[src/hdl/xbc_consts.svh]
`ifndef XBC_CONSTS_SVH
`define XBC_CONSTS_SVH
// =====================================================================
// Register indices (byte address is four times the index)
`define XBC_IDX_CYCLE_CMD    18'h00000
`define XBC_IDX_CYCLE_DATA   18'h00001
`define XBC_IDX_CYCLE_STAT   18'h00002
`define XBC_IDX_BUS_CFG0     18'h00003
`define XBC_IDX_WIN_SEL1     18'h00008
`define XBC_IDX_SYSTEM_CTL   18'h0FF12
`define XBC_NUM_CFG          5
`define XBC_NUM_WIN          4
// =====================================================================
// bus_cycle_config fields
`define XBC_CFG_WAIT_LO      0
`define XBC_CFG_WAIT_HI      3
`define XBC_CFG_RDY_TYPE     3
`define XBC_CFG_CMD_DELAY    5
`define XBC_CFG_RDY_EN       12
`define XBC_CFG_RESET        16'h0000
// =====================================================================
// system_control fields
`define XBC_SYS_XBUS_SHARE   0
`define XBC_SYS_VISIBLE      1
`define XBC_SYS_PERIPH_EN    2
`define XBC_SYS_CLK_OUT_EN   8
`define XBC_SYS_RESET        16'h0000
`define XBC_SYS_WMASK        16'hFFDF
// =====================================================================
// Cycle command and status fields
`define XBC_CMD_WRITE        16
`define XBC_CMD_XBUS         17
`define XBC_STAT_BUSY        0
`define XBC_STAT_DONE        1
`define XBC_STAT_REFUSED     2
// =====================================================================
// Timing, one system clock is one half-clock unit
`define XBC_ALE_TCL          4'h2
`define XBC_WAIT_MAX_FULL    4'hF
`define XBC_WAIT_MAX_RDY     3'h7
// =====================================================================
// AXI responses
`define XBC_RESP_OKAY        2'h0
`define XBC_RESP_SLVERR      2'h2
`endif

[src/hdl/xbc_pkg.sv]
`default_nettype none
package xbc_pkg;
    typedef enum logic [4:0] {
        ST_IDLE = 5'h01,
        ST_ALE  = 5'h02,
        ST_CMD  = 5'h04,
        ST_RDY  = 5'h08,
        ST_END  = 5'h10
    } xbc_state_e;

    typedef struct packed {
        xbc_state_e        state;
        logic [4:0]        half_clock_unit;
        logic              first;
        logic              rdy_seen;
        logic              sync1;
        logic              sync2;
        logic [15:0]       sys_ctl;
        logic [4:0][15:0]  cfg;
        logic [3:0][15:0]  win;
        logic [15:0]       cur_cfg;
        logic [15:0]       addr;
        logic              wr;
        logic [15:0]       wdata;
        logic [15:0]       rdata_cyc;
        logic              busy;
        logic              done;
        logic              refused;
        logic [2:0]        win_id;
        logic              aw_got;
        logic [17:0]       aw_idx;
        logic              w_got;
        logic [31:0]       w_data;
        logic [3:0]        w_strb;
        logic              bvalid;
        logic [1:0]        bresp;
        logic              rvalid;
        logic [31:0]       rdata;
        logic [1:0]        rresp;
    } xbc_state_s;
endpackage : xbc_pkg
`default_nettype wire

[src/hdl/xbc_top.sv]
// Implementation choice: register access over AXI4-Lite.
`include "xbc_consts.svh"
`default_nettype none
module xbc_top (
    // Clock and reset
    input  wire logic        I_SYS_CLK,
    input  wire logic        I_RST,
    // AXI4-Lite slave
    input  wire logic        I_AWVALID,
    output logic             O_AWREADY,
    input  wire logic [19:0] I_AWADDR,
    input  wire logic        I_WVALID,
    output logic             O_WREADY,
    input  wire logic [31:0] I_WDATA,
    input  wire logic [3:0]  I_WSTRB,
    output logic             O_BVALID,
    input  wire logic        I_BREADY,
    output logic [1:0]       O_BRESP,
    input  wire logic        I_ARVALID,
    output logic             O_ARREADY,
    input  wire logic [19:0] I_ARADDR,
    output logic             O_RVALID,
    input  wire logic        I_RREADY,
    output logic [31:0]      O_RDATA,
    output logic [1:0]       O_RRESP,
    // External bus pins
    output logic             O_ALE,
    output logic             O_RD_N,
    output logic             O_WR_N,
    output logic [15:0]      O_ADDR,
    input  wire logic [15:0] I_DATA,
    output logic [15:0]      O_DATA,
    output logic             O_DATA_OE_N,
    input  wire logic        I_READY_N,
    // XBUS sharing and global controls
    input  wire logic        I_HOLD_ACK,
    input  wire logic        I_EXT_XBUS_REQ,
    output logic             O_EXT_XBUS_GRANT,
    output logic             O_XBUS_PERIPH_EN,
    output logic             O_SYS_CLOCK_OUT_EN
);

    // =================================================================
    // Helpers
    function automatic logic [15:0] merge16(input logic [15:0] old, input logic [31:0] d,
                                            input logic [3:0] s);
        merge16 = {s[1] ? d[15:8] : old[15:8], s[0] ? d[7:0] : old[7:0]};
    endfunction

    // Window match: base in [15:8], size code in [2:0] masks low base bits
    function automatic logic win_hit(input logic [15:0] sel, input logic [15:0] a);
        logic [7:0] m;
        m = 8'hFF << sel[2:0];
        win_hit = ((a[15:8] & m) == (sel[15:8] & m));
    endfunction

    function automatic logic [3:0] wait_states(input logic [15:0] c);
        if (c[`XBC_CFG_RDY_EN])
            wait_states = {1'b0, `XBC_WAIT_MAX_RDY - c[2:0]};
        else
            wait_states = `XBC_WAIT_MAX_FULL - c[`XBC_CFG_WAIT_HI:`XBC_CFG_WAIT_LO];
    endfunction

    // =================================================================
    // State
    xbc_pkg::xbc_state_s r;
    xbc_pkg::xbc_state_s next_r;

    logic        aw_take;
    logic        w_take;
    logic        ar_take;
    logic [17:0] ar_idx;
    logic [3:0]  ws;
    logic        delay_on;
    logic        rdy_async;
    logic        rdy_active;
    logic        strobe;
    logic [15:0] sel_cfg;
    logic [2:0]  sel_id;

    assign aw_take  = I_AWVALID && !r.aw_got;
    assign w_take   = I_WVALID && !r.w_got;
    assign ar_take  = I_ARVALID && !r.rvalid;
    assign ar_idx   = I_ARADDR[19:2];
    assign ws       = wait_states(r.cur_cfg);
    assign delay_on = !r.cur_cfg[`XBC_CFG_CMD_DELAY];
    assign rdy_async = r.cur_cfg[`XBC_CFG_RDY_TYPE];
    // Async path only looks at the second synchroniser stage
    assign rdy_active = rdy_async ? !r.sync2 : !I_READY_N;
    // Command phase: strobe held off during first half-clock if delayed
    assign strobe = (r.state == xbc_pkg::ST_CMD || r.state == xbc_pkg::ST_RDY)
                    && !(r.first && delay_on);

    // Window decode, lowest window number wins on overlap
    always_comb
    begin
        sel_cfg = r.cfg[0];
        sel_id  = 3'h0;
        for (int i = `XBC_NUM_WIN - 1; i >= 0; i--)
        begin
            if (win_hit(r.win[i], r.addr))
            begin
                sel_cfg = r.cfg[i + 1];
                sel_id  = 3'(i + 1);
            end
        end
    end

    // =================================================================
    // Next state
    always_comb
    begin
        logic wr_go;
        logic [17:0] widx;
        logic start;
        wr_go  = 1'b0;
        widx   = r.aw_idx;
        start  = 1'b0;
        next_r = r;

        // Synchroniser for asynchronous ready
        next_r.sync1 = I_READY_N;
        next_r.sync2 = r.sync1;

        // AXI write address and data, taken in either order
        if (aw_take)
        begin
            next_r.aw_got = 1'b1;
            next_r.aw_idx = I_AWADDR[19:2];
        end
        if (w_take)
        begin
            next_r.w_got  = 1'b1;
            next_r.w_data = I_WDATA;
            next_r.w_strb = I_WSTRB;
        end
        if (I_BREADY && r.bvalid)
            next_r.bvalid = 1'b0;
        if (r.aw_got && r.w_got && !r.bvalid)
        begin
            wr_go         = 1'b1;
            next_r.aw_got = 1'b0;
            next_r.w_got  = 1'b0;
            next_r.bvalid = 1'b1;
            next_r.bresp  = `XBC_RESP_OKAY;
        end

        if (wr_go)
        begin
            if (widx == `XBC_IDX_CYCLE_CMD)
            begin
                // Ignored while a cycle runs: a hung ready cycle keeps busy until reset
                if (!r.busy)
                begin
                    next_r.addr = merge16(r.addr, r.w_data, r.w_strb[1:0]);
                    if (r.w_strb[2])
                    begin
                        next_r.wr = r.w_data[`XBC_CMD_WRITE];
                        start     = 1'b1;
                        if (r.w_data[`XBC_CMD_XBUS] && !r.sys_ctl[`XBC_SYS_PERIPH_EN])
                            start = 1'b0;
                        else if (r.w_data[`XBC_CMD_XBUS] && !r.sys_ctl[`XBC_SYS_VISIBLE])
                            start = 1'b0;
                    end
                end
            end
            else if (widx == `XBC_IDX_CYCLE_DATA)
                next_r.wdata = merge16(r.wdata, r.w_data, r.w_strb[1:0]);
            else if (widx == `XBC_IDX_CYCLE_STAT)
            begin
                if (r.w_strb[0] && r.w_data[`XBC_STAT_DONE])
                    next_r.done = 1'b0;
                if (r.w_strb[0] && r.w_data[`XBC_STAT_REFUSED])
                    next_r.refused = 1'b0;
            end
            else if (widx >= `XBC_IDX_BUS_CFG0 && widx < `XBC_IDX_BUS_CFG0 + `XBC_NUM_CFG)
                next_r.cfg[3'(widx - `XBC_IDX_BUS_CFG0)] =
                    merge16(r.cfg[3'(widx - `XBC_IDX_BUS_CFG0)], r.w_data, r.w_strb[1:0]);
            else if (widx >= `XBC_IDX_WIN_SEL1 && widx < `XBC_IDX_WIN_SEL1 + `XBC_NUM_WIN)
                next_r.win[2'(widx - `XBC_IDX_WIN_SEL1)] =
                    merge16(r.win[2'(widx - `XBC_IDX_WIN_SEL1)], r.w_data, r.w_strb[1:0]);
            else if (widx == `XBC_IDX_SYSTEM_CTL)
                next_r.sys_ctl = merge16(r.sys_ctl, r.w_data, r.w_strb[1:0])
                                 & `XBC_SYS_WMASK;
            else
                next_r.bresp = `XBC_RESP_SLVERR;
        end

        // AXI read
        if (I_RREADY && r.rvalid)
            next_r.rvalid = 1'b0;
        if (ar_take)
        begin
            next_r.rvalid = 1'b1;
            next_r.rresp  = `XBC_RESP_OKAY;
            next_r.rdata  = 32'h0000_0000;
            if (ar_idx == `XBC_IDX_CYCLE_CMD)
                next_r.rdata = {14'h0000, 1'b0, r.wr, r.addr};
            else if (ar_idx == `XBC_IDX_CYCLE_DATA)
                next_r.rdata = {16'h0000, r.rdata_cyc};
            else if (ar_idx == `XBC_IDX_CYCLE_STAT)
                next_r.rdata = {25'h0000000, r.win_id, 1'b0, r.refused, r.done, r.busy};
            else if (ar_idx >= `XBC_IDX_BUS_CFG0 && ar_idx < `XBC_IDX_BUS_CFG0 + `XBC_NUM_CFG)
                next_r.rdata = {16'h0000, r.cfg[3'(ar_idx - `XBC_IDX_BUS_CFG0)]};
            else if (ar_idx >= `XBC_IDX_WIN_SEL1 && ar_idx < `XBC_IDX_WIN_SEL1 + `XBC_NUM_WIN)
                next_r.rdata = {16'h0000, r.win[2'(ar_idx - `XBC_IDX_WIN_SEL1)]};
            else if (ar_idx == `XBC_IDX_SYSTEM_CTL)
                next_r.rdata = {16'h0000, r.sys_ctl};
            else
                next_r.rresp = `XBC_RESP_SLVERR;
        end

        // Cycle engine
        next_r.first = 1'b0;
        unique case (r.state)
            xbc_pkg::ST_IDLE:
            begin
                if (start)
                begin
                    next_r.busy  = 1'b1;
                    next_r.state = xbc_pkg::ST_ALE;
                    next_r.half_clock_unit   = 5'h00;
                end
            end
            xbc_pkg::ST_ALE:
            begin
                next_r.cur_cfg = sel_cfg;
                next_r.win_id  = sel_id;
                next_r.half_clock_unit     = r.half_clock_unit + 5'h01;
                if (r.half_clock_unit == {1'b0, `XBC_ALE_TCL - 4'h1})
                begin
                    next_r.half_clock_unit      = 5'h00;
                    next_r.first    = 1'b1;
                    next_r.rdy_seen = 1'b0;
                    next_r.state    = xbc_pkg::ST_CMD;
                    // No waitstates: ready sampling starts with the command
                    if (ws == 4'h0 && r.cur_cfg[`XBC_CFG_RDY_EN])
                        next_r.state = xbc_pkg::ST_RDY;
                end
            end
            xbc_pkg::ST_CMD:
            begin
                // Length set by waitstates only; delay just trims the strobe front
                next_r.half_clock_unit = r.half_clock_unit + 5'h01;
                if (r.cur_cfg[`XBC_CFG_RDY_EN] && r.half_clock_unit == {ws, 1'b0} - 5'h01)
                begin
                    next_r.half_clock_unit   = 5'h00;
                    next_r.state = xbc_pkg::ST_RDY;
                end
                else if (!r.cur_cfg[`XBC_CFG_RDY_EN] && r.half_clock_unit == {ws, 1'b1})
                    next_r.state = xbc_pkg::ST_END;
                if (!r.cur_cfg[`XBC_CFG_RDY_EN] || next_r.state == xbc_pkg::ST_RDY)
                    next_r.rdata_cyc = I_DATA;
            end
            xbc_pkg::ST_RDY:
            begin
                // One CPU clock per sample, no timeout: a silent device hangs here
                next_r.half_clock_unit = {4'h0, ~r.half_clock_unit[0]};
                if (rdy_async && !r.half_clock_unit[0] && rdy_active)
                    next_r.rdy_seen = 1'b1;
                if ((rdy_async && r.half_clock_unit[0] && r.rdy_seen) || (!rdy_async && r.half_clock_unit[0] && rdy_active))
                    next_r.state = xbc_pkg::ST_END;
                next_r.rdata_cyc = I_DATA;
            end
            xbc_pkg::ST_END:
            begin
                next_r.busy  = 1'b0;
                next_r.state = xbc_pkg::ST_IDLE;
            end
            default:
                next_r.state = xbc_pkg::ST_IDLE;
        endcase

        // Sticky results: hardware set beats a simultaneous software clear
        if (r.state == xbc_pkg::ST_END)
            next_r.done = 1'b1;
        if (start == 1'b0 && wr_go && widx == `XBC_IDX_CYCLE_CMD && !r.busy && r.w_strb[2]
            && r.w_data[`XBC_CMD_XBUS])
        begin
            if (!r.sys_ctl[`XBC_SYS_PERIPH_EN])
                next_r.refused = 1'b1;
            else
                next_r.done = 1'b1;
        end
        // Visible XBUS accesses take the normal external path
        if (start && r.w_data[`XBC_CMD_XBUS])
            next_r.busy = r.sys_ctl[`XBC_SYS_VISIBLE];
    end

    always_ff @(posedge I_SYS_CLK)
    begin
        if (I_RST)
        begin
            r         <= '0;
            r.state   <= xbc_pkg::ST_IDLE;
            r.sync1   <= 1'b1;
            r.sync2   <= 1'b1;
            r.sys_ctl <= `XBC_SYS_RESET;
            r.cfg     <= {`XBC_NUM_CFG{`XBC_CFG_RESET}};
        end
        else
            r <= next_r;
    end

    // =================================================================
    // Outputs
    assign O_AWREADY   = !r.aw_got;
    assign O_WREADY    = !r.w_got;
    assign O_BVALID    = r.bvalid;
    assign O_BRESP     = r.bresp;
    assign O_ARREADY   = !r.rvalid;
    assign O_RVALID    = r.rvalid;
    assign O_RDATA     = r.rdata;
    assign O_RRESP     = r.rresp;
    assign O_ALE       = (r.state == xbc_pkg::ST_ALE);
    assign O_RD_N      = !(strobe && !r.wr);
    assign O_WR_N      = !(strobe && r.wr);
    assign O_ADDR      = r.addr;
    assign O_DATA      = r.wdata;
    assign O_DATA_OE_N = !(r.wr && (r.state == xbc_pkg::ST_CMD || r.state == xbc_pkg::ST_RDY));
    // External masters reach XBUS peripherals only while the bus is held
    assign O_EXT_XBUS_GRANT = r.sys_ctl[`XBC_SYS_XBUS_SHARE] && r.sys_ctl[`XBC_SYS_PERIPH_EN]
                              && I_HOLD_ACK && I_EXT_XBUS_REQ;
    assign O_XBUS_PERIPH_EN   = r.sys_ctl[`XBC_SYS_PERIPH_EN];
    assign O_SYS_CLOCK_OUT_EN = r.sys_ctl[`XBC_SYS_CLK_OUT_EN];

endmodule // xbc_top
`default_nettype wire

[config.mk]
export PLATFORM = sky130hd
export DESIGN_NAME = xbc_top
export DESIGN_NICKNAME = d
export VERILOG_FILES = /design/src/hdl/xbc_pkg.sv /design/src/hdl/xbc_top.sv
export VERILOG_INCLUDE_DIRS = /design/src /design/src/hdl
export SDC_FILE = /design/constraint.sdc
export NUM_CORES = 1
export LEC_CHECK = 0
export BUFFER_PORTS_ARGS = -buffer_cell sky130_fd_sc_hd__buf_2
export CORE_MARGIN = 2
export CORE_UTILIZATION = 35
export DETAILED_ROUTE_END_ITERATION = 7
export PLACE_DENSITY = 0.54
export REMOVE_ABC_BUFFERS = 1
export SETUP_SLACK_MARGIN = 0.2
export SYNTH_ARGS = -nofsm -noshare
export SYNTH_HDL_FRONTEND = slang
export SYNTH_SLANG_ARGS = --single-unit
[constraint.sdc]
create_clock -name I_SYS_CLK -period 4.8 [get_ports I_SYS_CLK]
set_clock_uncertainty 0.05 [all_clocks]
set_input_delay 0 -clock I_SYS_CLK [delete_from_list [all_inputs] [get_ports I_SYS_CLK]]
set_output_delay 0 -clock I_SYS_CLK [all_outputs]
set_load 0.005 [all_outputs]
# Word level (Yosys, flattened, before mapping)
# Cells that the tools add are included.
[totals]
reg_bits = 320
[op_classes]
n_addsub = 8
order_cmp = 14
n_eq_ne = 25
shifts = 4
muxes = 85
bitwise = 17
n_reduce_logical = 86
[ops]
columns = ["op", "count"]
rows = [
  ["$mux 16", 12],
  ["$bmux 16 s3", 2],
  ["$bwmux 80", 1],
  ["$lt 18x4->1 const B", 4],
  ["$and 8x8->8", 8],
  ["$bmux 16 s2", 2],
  ["$bwmux 64", 1],
  ["$mux 13", 4],
  ["$demux 16 s3", 1],
  ["$logic_and 1x1->1", 40],
  ["$pmux 5 s4", 2],
  ["$eq 18x1->1 const B", 2],
  ["$eq 18x16->1 const B", 2],
  ["$eq 18x2->1 const B", 2],
  ["$ge 18x2->1 const B", 2],
  ["$ge 18x4->1 const B", 2],
  ["$logic_not 18->1", 2],
  ["$mux 2", 18],
  ["$mux 35", 1],
  ["$demux 16 s2", 1],
  ["$eq 8x8->1", 4],
  ["$mux 32", 1],
  ["$mux 8", 4],
  ["$pmux 16 s2", 1],
  ["41 further kinds", 120],
]

# Depth between registers and ports, before layout
[depth]
depth_word = 15
ltp_mapped = 12
ltp_nobuf = 9

# Least setup slack after synthesis
# Ideal clock, no wire load.
[synth_timing]
kind = "reg-to-reg"
startpoint = "register r[76] (netlist bit)"
endpoint = "register r[265] (netlist bit)"
setup_time_ns = 0.128
arrival_ns = 2.630
t_required_ns = 4.622
setup_slack_ns = 1.992
path_stages_with_launch = 12
path_buffers = 3
period_less_slack_ns = 2.808
cell_sequence = "dfxtp_1 > clkbuf_1 > inv_1 > ha_1 > clkbuf_1 > buf_1 > mux2i_1 > nor3_1 > a211oi_1 > a21oi_1 > mux2i_1 > nor2_1"
[synth_via]
elab_chain_cells = 6
elab_cells_between_ends = 20
classes_between = "add/sub (1); order compare (4); eq/ne (2); mux (6); bitwise (3); reduce/logical (4)"
[synth_lines]
columns = ["item", "line_no", "text"]
rows = [
  ["start: declaration", "xbc_top.sv:66", "xbc_pkg::xbc_state_s r;"],
  ["start signal: assignment", "xbc_top.sv:302", "r <= next_r;"],
  ["$sub 3x2->3 (no source line)", "--", ""],
  ["$lt 3x4->1 or $ge 3x1->1 (tied branches)", "xbc_top.sv:177", "next_r.cfg[3'(widx - `XBC_IDX_BUS_CFG0)] ="],
  ["$logic_and 1x1->1", "xbc_top.sv:177", ""],
  ["$mux 16", "xbc_top.sv:177", ""],
  ["$demux 16 s3", "xbc_top.sv:177", ""],
  ["$bwmux 80", "xbc_top.sv:177", ""],
]
# Several ways; a longest one is shown, not always the timed one. The select of a mux whose other input is x is not followed.
# A chain may end at the register's enable or synchronous reset.

# Worst setup path in the final report
[layout_timing]
startpoint = "register r[75] (netlist bit)"
endpoint = "register r[270] (netlist bit)"
# Same word-level chain as after synthesis.

==> run summary <==
Status: finished, final reports clean
Clock root cell: clkbuf_16
Remaining antenna violation count: 0
Pin count of the biggest net entering global routing: 131
Reg clk slew, reported paths: 0.06 ns
Num CTS Buffers: 36
DRT Pass-1 Iters: 5
Nets: 2,059
Fmax: 0.276 GHz
Post-route minimum period: 3.63 ns
Mapped Avg Cell Area: 8.54 um^2
Commonest cells after routing, fill and taps aside: dfxtp_1, nor2_1, nand2_1, mux2i_1, buf_2
DIE AREA: 0.0458 mm^2
Synth Warn #: 0
Synth area leader: dfxtp_1
Least-Margin Pin Slew: 1.30 ns
Register bit count reported by yosys: 297
Share of layout cells above drive strength 1: 15.9%
Core area: 0.0433 mm^2
Residual overflow from global routing: 0
Post-Syn Area: 0.0154 mm^2
Synth cell types: 72
Post-synth EDFFs: 0
Max_slew headroom: 12.4%
Arrival time at the worst endpoint: 3.96 ns
Post-CTS sizing: 0
Maximum VDD drop: 0.000242 V
Critical Path Start Type: flop
Initial antenna violation count: 1
Via count: 13,650
Hold-fix buffers, CTS: 103
RSZ-0062 raised after global routing: false
Max Cap Violations: 0
DRT iter0 DRCs: 1,203
Endpoints failing hold: 0
Clock Path Buffers: 3
DR DRC count: 0
Post-DP HPWL: 33.8 mm
Top_reg_cell synth: dfxtp_1
Clock sink total: 297
Row count: 76
Crit path capture type: flop
PwrDens: 314 mW/mm^2
Chip width: 214 um
Max FO, Critical Path: 28
Vias in the first global route: 13,276
HP Class: input port to flop
Asr flop ratio synth: 0%
Kind of critical path: flop to flop
Clock Latency Late Sink: 0.54 ns
LEAKAGE: 7.65 nW
Post-synthesis sequential area ratio: 38.6%
CTS tree: done
Setup_tns: 0 ns
Area Overhead vs Synth: 19.5%
Initial Utilization: 35.6%
Ports: 182
IO Port Bufs: 146
Final Cycle Share: 75.5%
Synth top area cells: dfxtp_1, mux2i_1, nor2_1
Routed wire length: 51.6 mm
Worst path required time: 5.14 ns
Tot GR Track Use: 22.5%
Wire length per cell: 20.2 um
First-pass GRT wire length: 78.1 mm
Vias per std cell: 5.35
Die Y: 214 um
GPL Wtd Cong: 0.931
Commonest non-fill, non-tap cell in the layout: dfxtp_1
Slew Limit Fails: 0
Final setup fails: 0
Hold WS: 0.0782 ns
CTS HTree Levels: 2
Post-CTS Setup Inserts: 0
Post-synthesis cell count: 1,805
Post-synth top area share: 38.6%
-- stage by stage --
| stage | util [%] | area, um^2 | setup slack [ns] | power, mW | instances |
|---|---|---|---|---|---|
| global route | 42.6 | 18400 | 0.930 | 5.96 | 2552 |
| CTS | 42.6 | 18400 | 1.23 | 5.83 | 2552 |
| detailed placement | 37.5 | 16200 | 1.23 | 2.96 | 2389 |
| finish | 42.6 | 18400 | 1.17 | 5.78 | 2553 |
| global placement | 37.5 | 16200 | 1.31 | 2.96 | 2389 |
| floorplan | - | 14500 | 0.331 | 2.75 | 1629 |
-- cells in the mapped netlist, types with 6 or more instances --
master,n
mux2i_1,151
buf_2,23
a31oi_1,6
nor3_1,94
nand4_1,7
nand2_1,220
a21oi_1,141
dfxtp_1,297
buf_1,7
nor4_1,12
inv_1,37
o2bb2ai_1,16
buf_4,68
a211oi_1,36
clkbuf_1,92
a22oi_1,6
mux4_2,48
nor2b_1,7
nand3_1,31
nor2_1,292
xnor2_1,15
a22o_1,11
xor2_1,26
and4_1,7
o211ai_1,7
mux2_2,15
ha_1,12
a311o_1,9
o21ai_0,23
-- flip-flops by register name, summed over array words and instances (netlist names), named ones only --
register	cells
O_ADDR	16
O_BVALID	1
O_DATA	16
O_RDATA	17
O_RRESP	1
O_RVALID	1
O_SYS_CLOCK_OUT_EN	1
O_XBUS_PERIPH_EN	1
next_r	1
r	240
-- layer usage --
| layer | vias to the layer above | track usage (%) | share of wire (%) |
|---|---|---|---|
| met4 | 0 | 8.76 | 3.3 |
| met1 | 6617 | 30.7 | 46 |
| met5 | - | 0 | 0 |
| li1 | 6501 | - | - |
| met2 | 442 | 35.7 | 44 |
| met3 | 90 | 3.49 | 6.6 |
-- cell families (layout without fill, tap and decap cells) --
| family | after synthesis | after routing | share of synthesized area (%) |
|---|---|---|---|
| fa+ha+maj | 12 | 12 | 0.974 |
| xor+xnor | 43 | 43 | 2.59 |
| simple gates | 722 | 722 | 20.6 |
| mux | 214 | 214 | 17.9 |
| compound gates | 287 | 287 | 11.9 |
| other cells | 1 | 17 | 0.0243 |
| flops | 297 | 297 | 38.6 |
| buf+inv | 229 | 376 | 7.47 |
-- cell type report --
class / count / area (um^2)
antenna: 1 / 2.50
multi-input combinational: 1294 / 8410
clock buffer: 51 / 1050
inverter: 38 / 143
fill: 4268 / 24800
timing repair buffer: 278 / 2000
tap: 585 / 732
sequential: 297 / 5950
clock inverter: 9 / 145
-- worst max-delay path, cell delays in order, from the launching register on --
cell and delay [ns]:
dfxtp_2 0.49, buf_4 0.38, ha_1 0.37, xnor2_1 1.03
buf_4 0.39, nor3_1 0.08, a211oi_1 0.26, a21oi_1 0.15
mux2i_1 0.20, nor2_1 0.05
-- path summary, 6_finish.rpt --
path / startpoint / endpoint / slack, ns / cells after the start
setup / recovery: r[75]$_SDFFE_PP0P_ / r[270]$_SDFFE_PP0P_ / 1.17 / 9
hold / removal: I_ARADDR[5] / O_RDATA[16]$_SDFFE_PP0P_ / 0.08 / 5
setup reg to reg: r[75]$_SDFFE_PP0P_ / r[270]$_SDFFE_PP0P_ / 1.17 / 9
hold reg to reg: next_r[325]$_SDFF_PP1_ / r[325]$_SDFF_PP1_ / 0.36 / 1
-- power breakdown --
group	internal, mW	total, mW	switching (mW)
logic	0.171	0.428	0.257
clock network	1.73	2.80	1.08
registers	2.49	2.55	0.0544
Note: power is estimated with default switching activity, not from simulation.
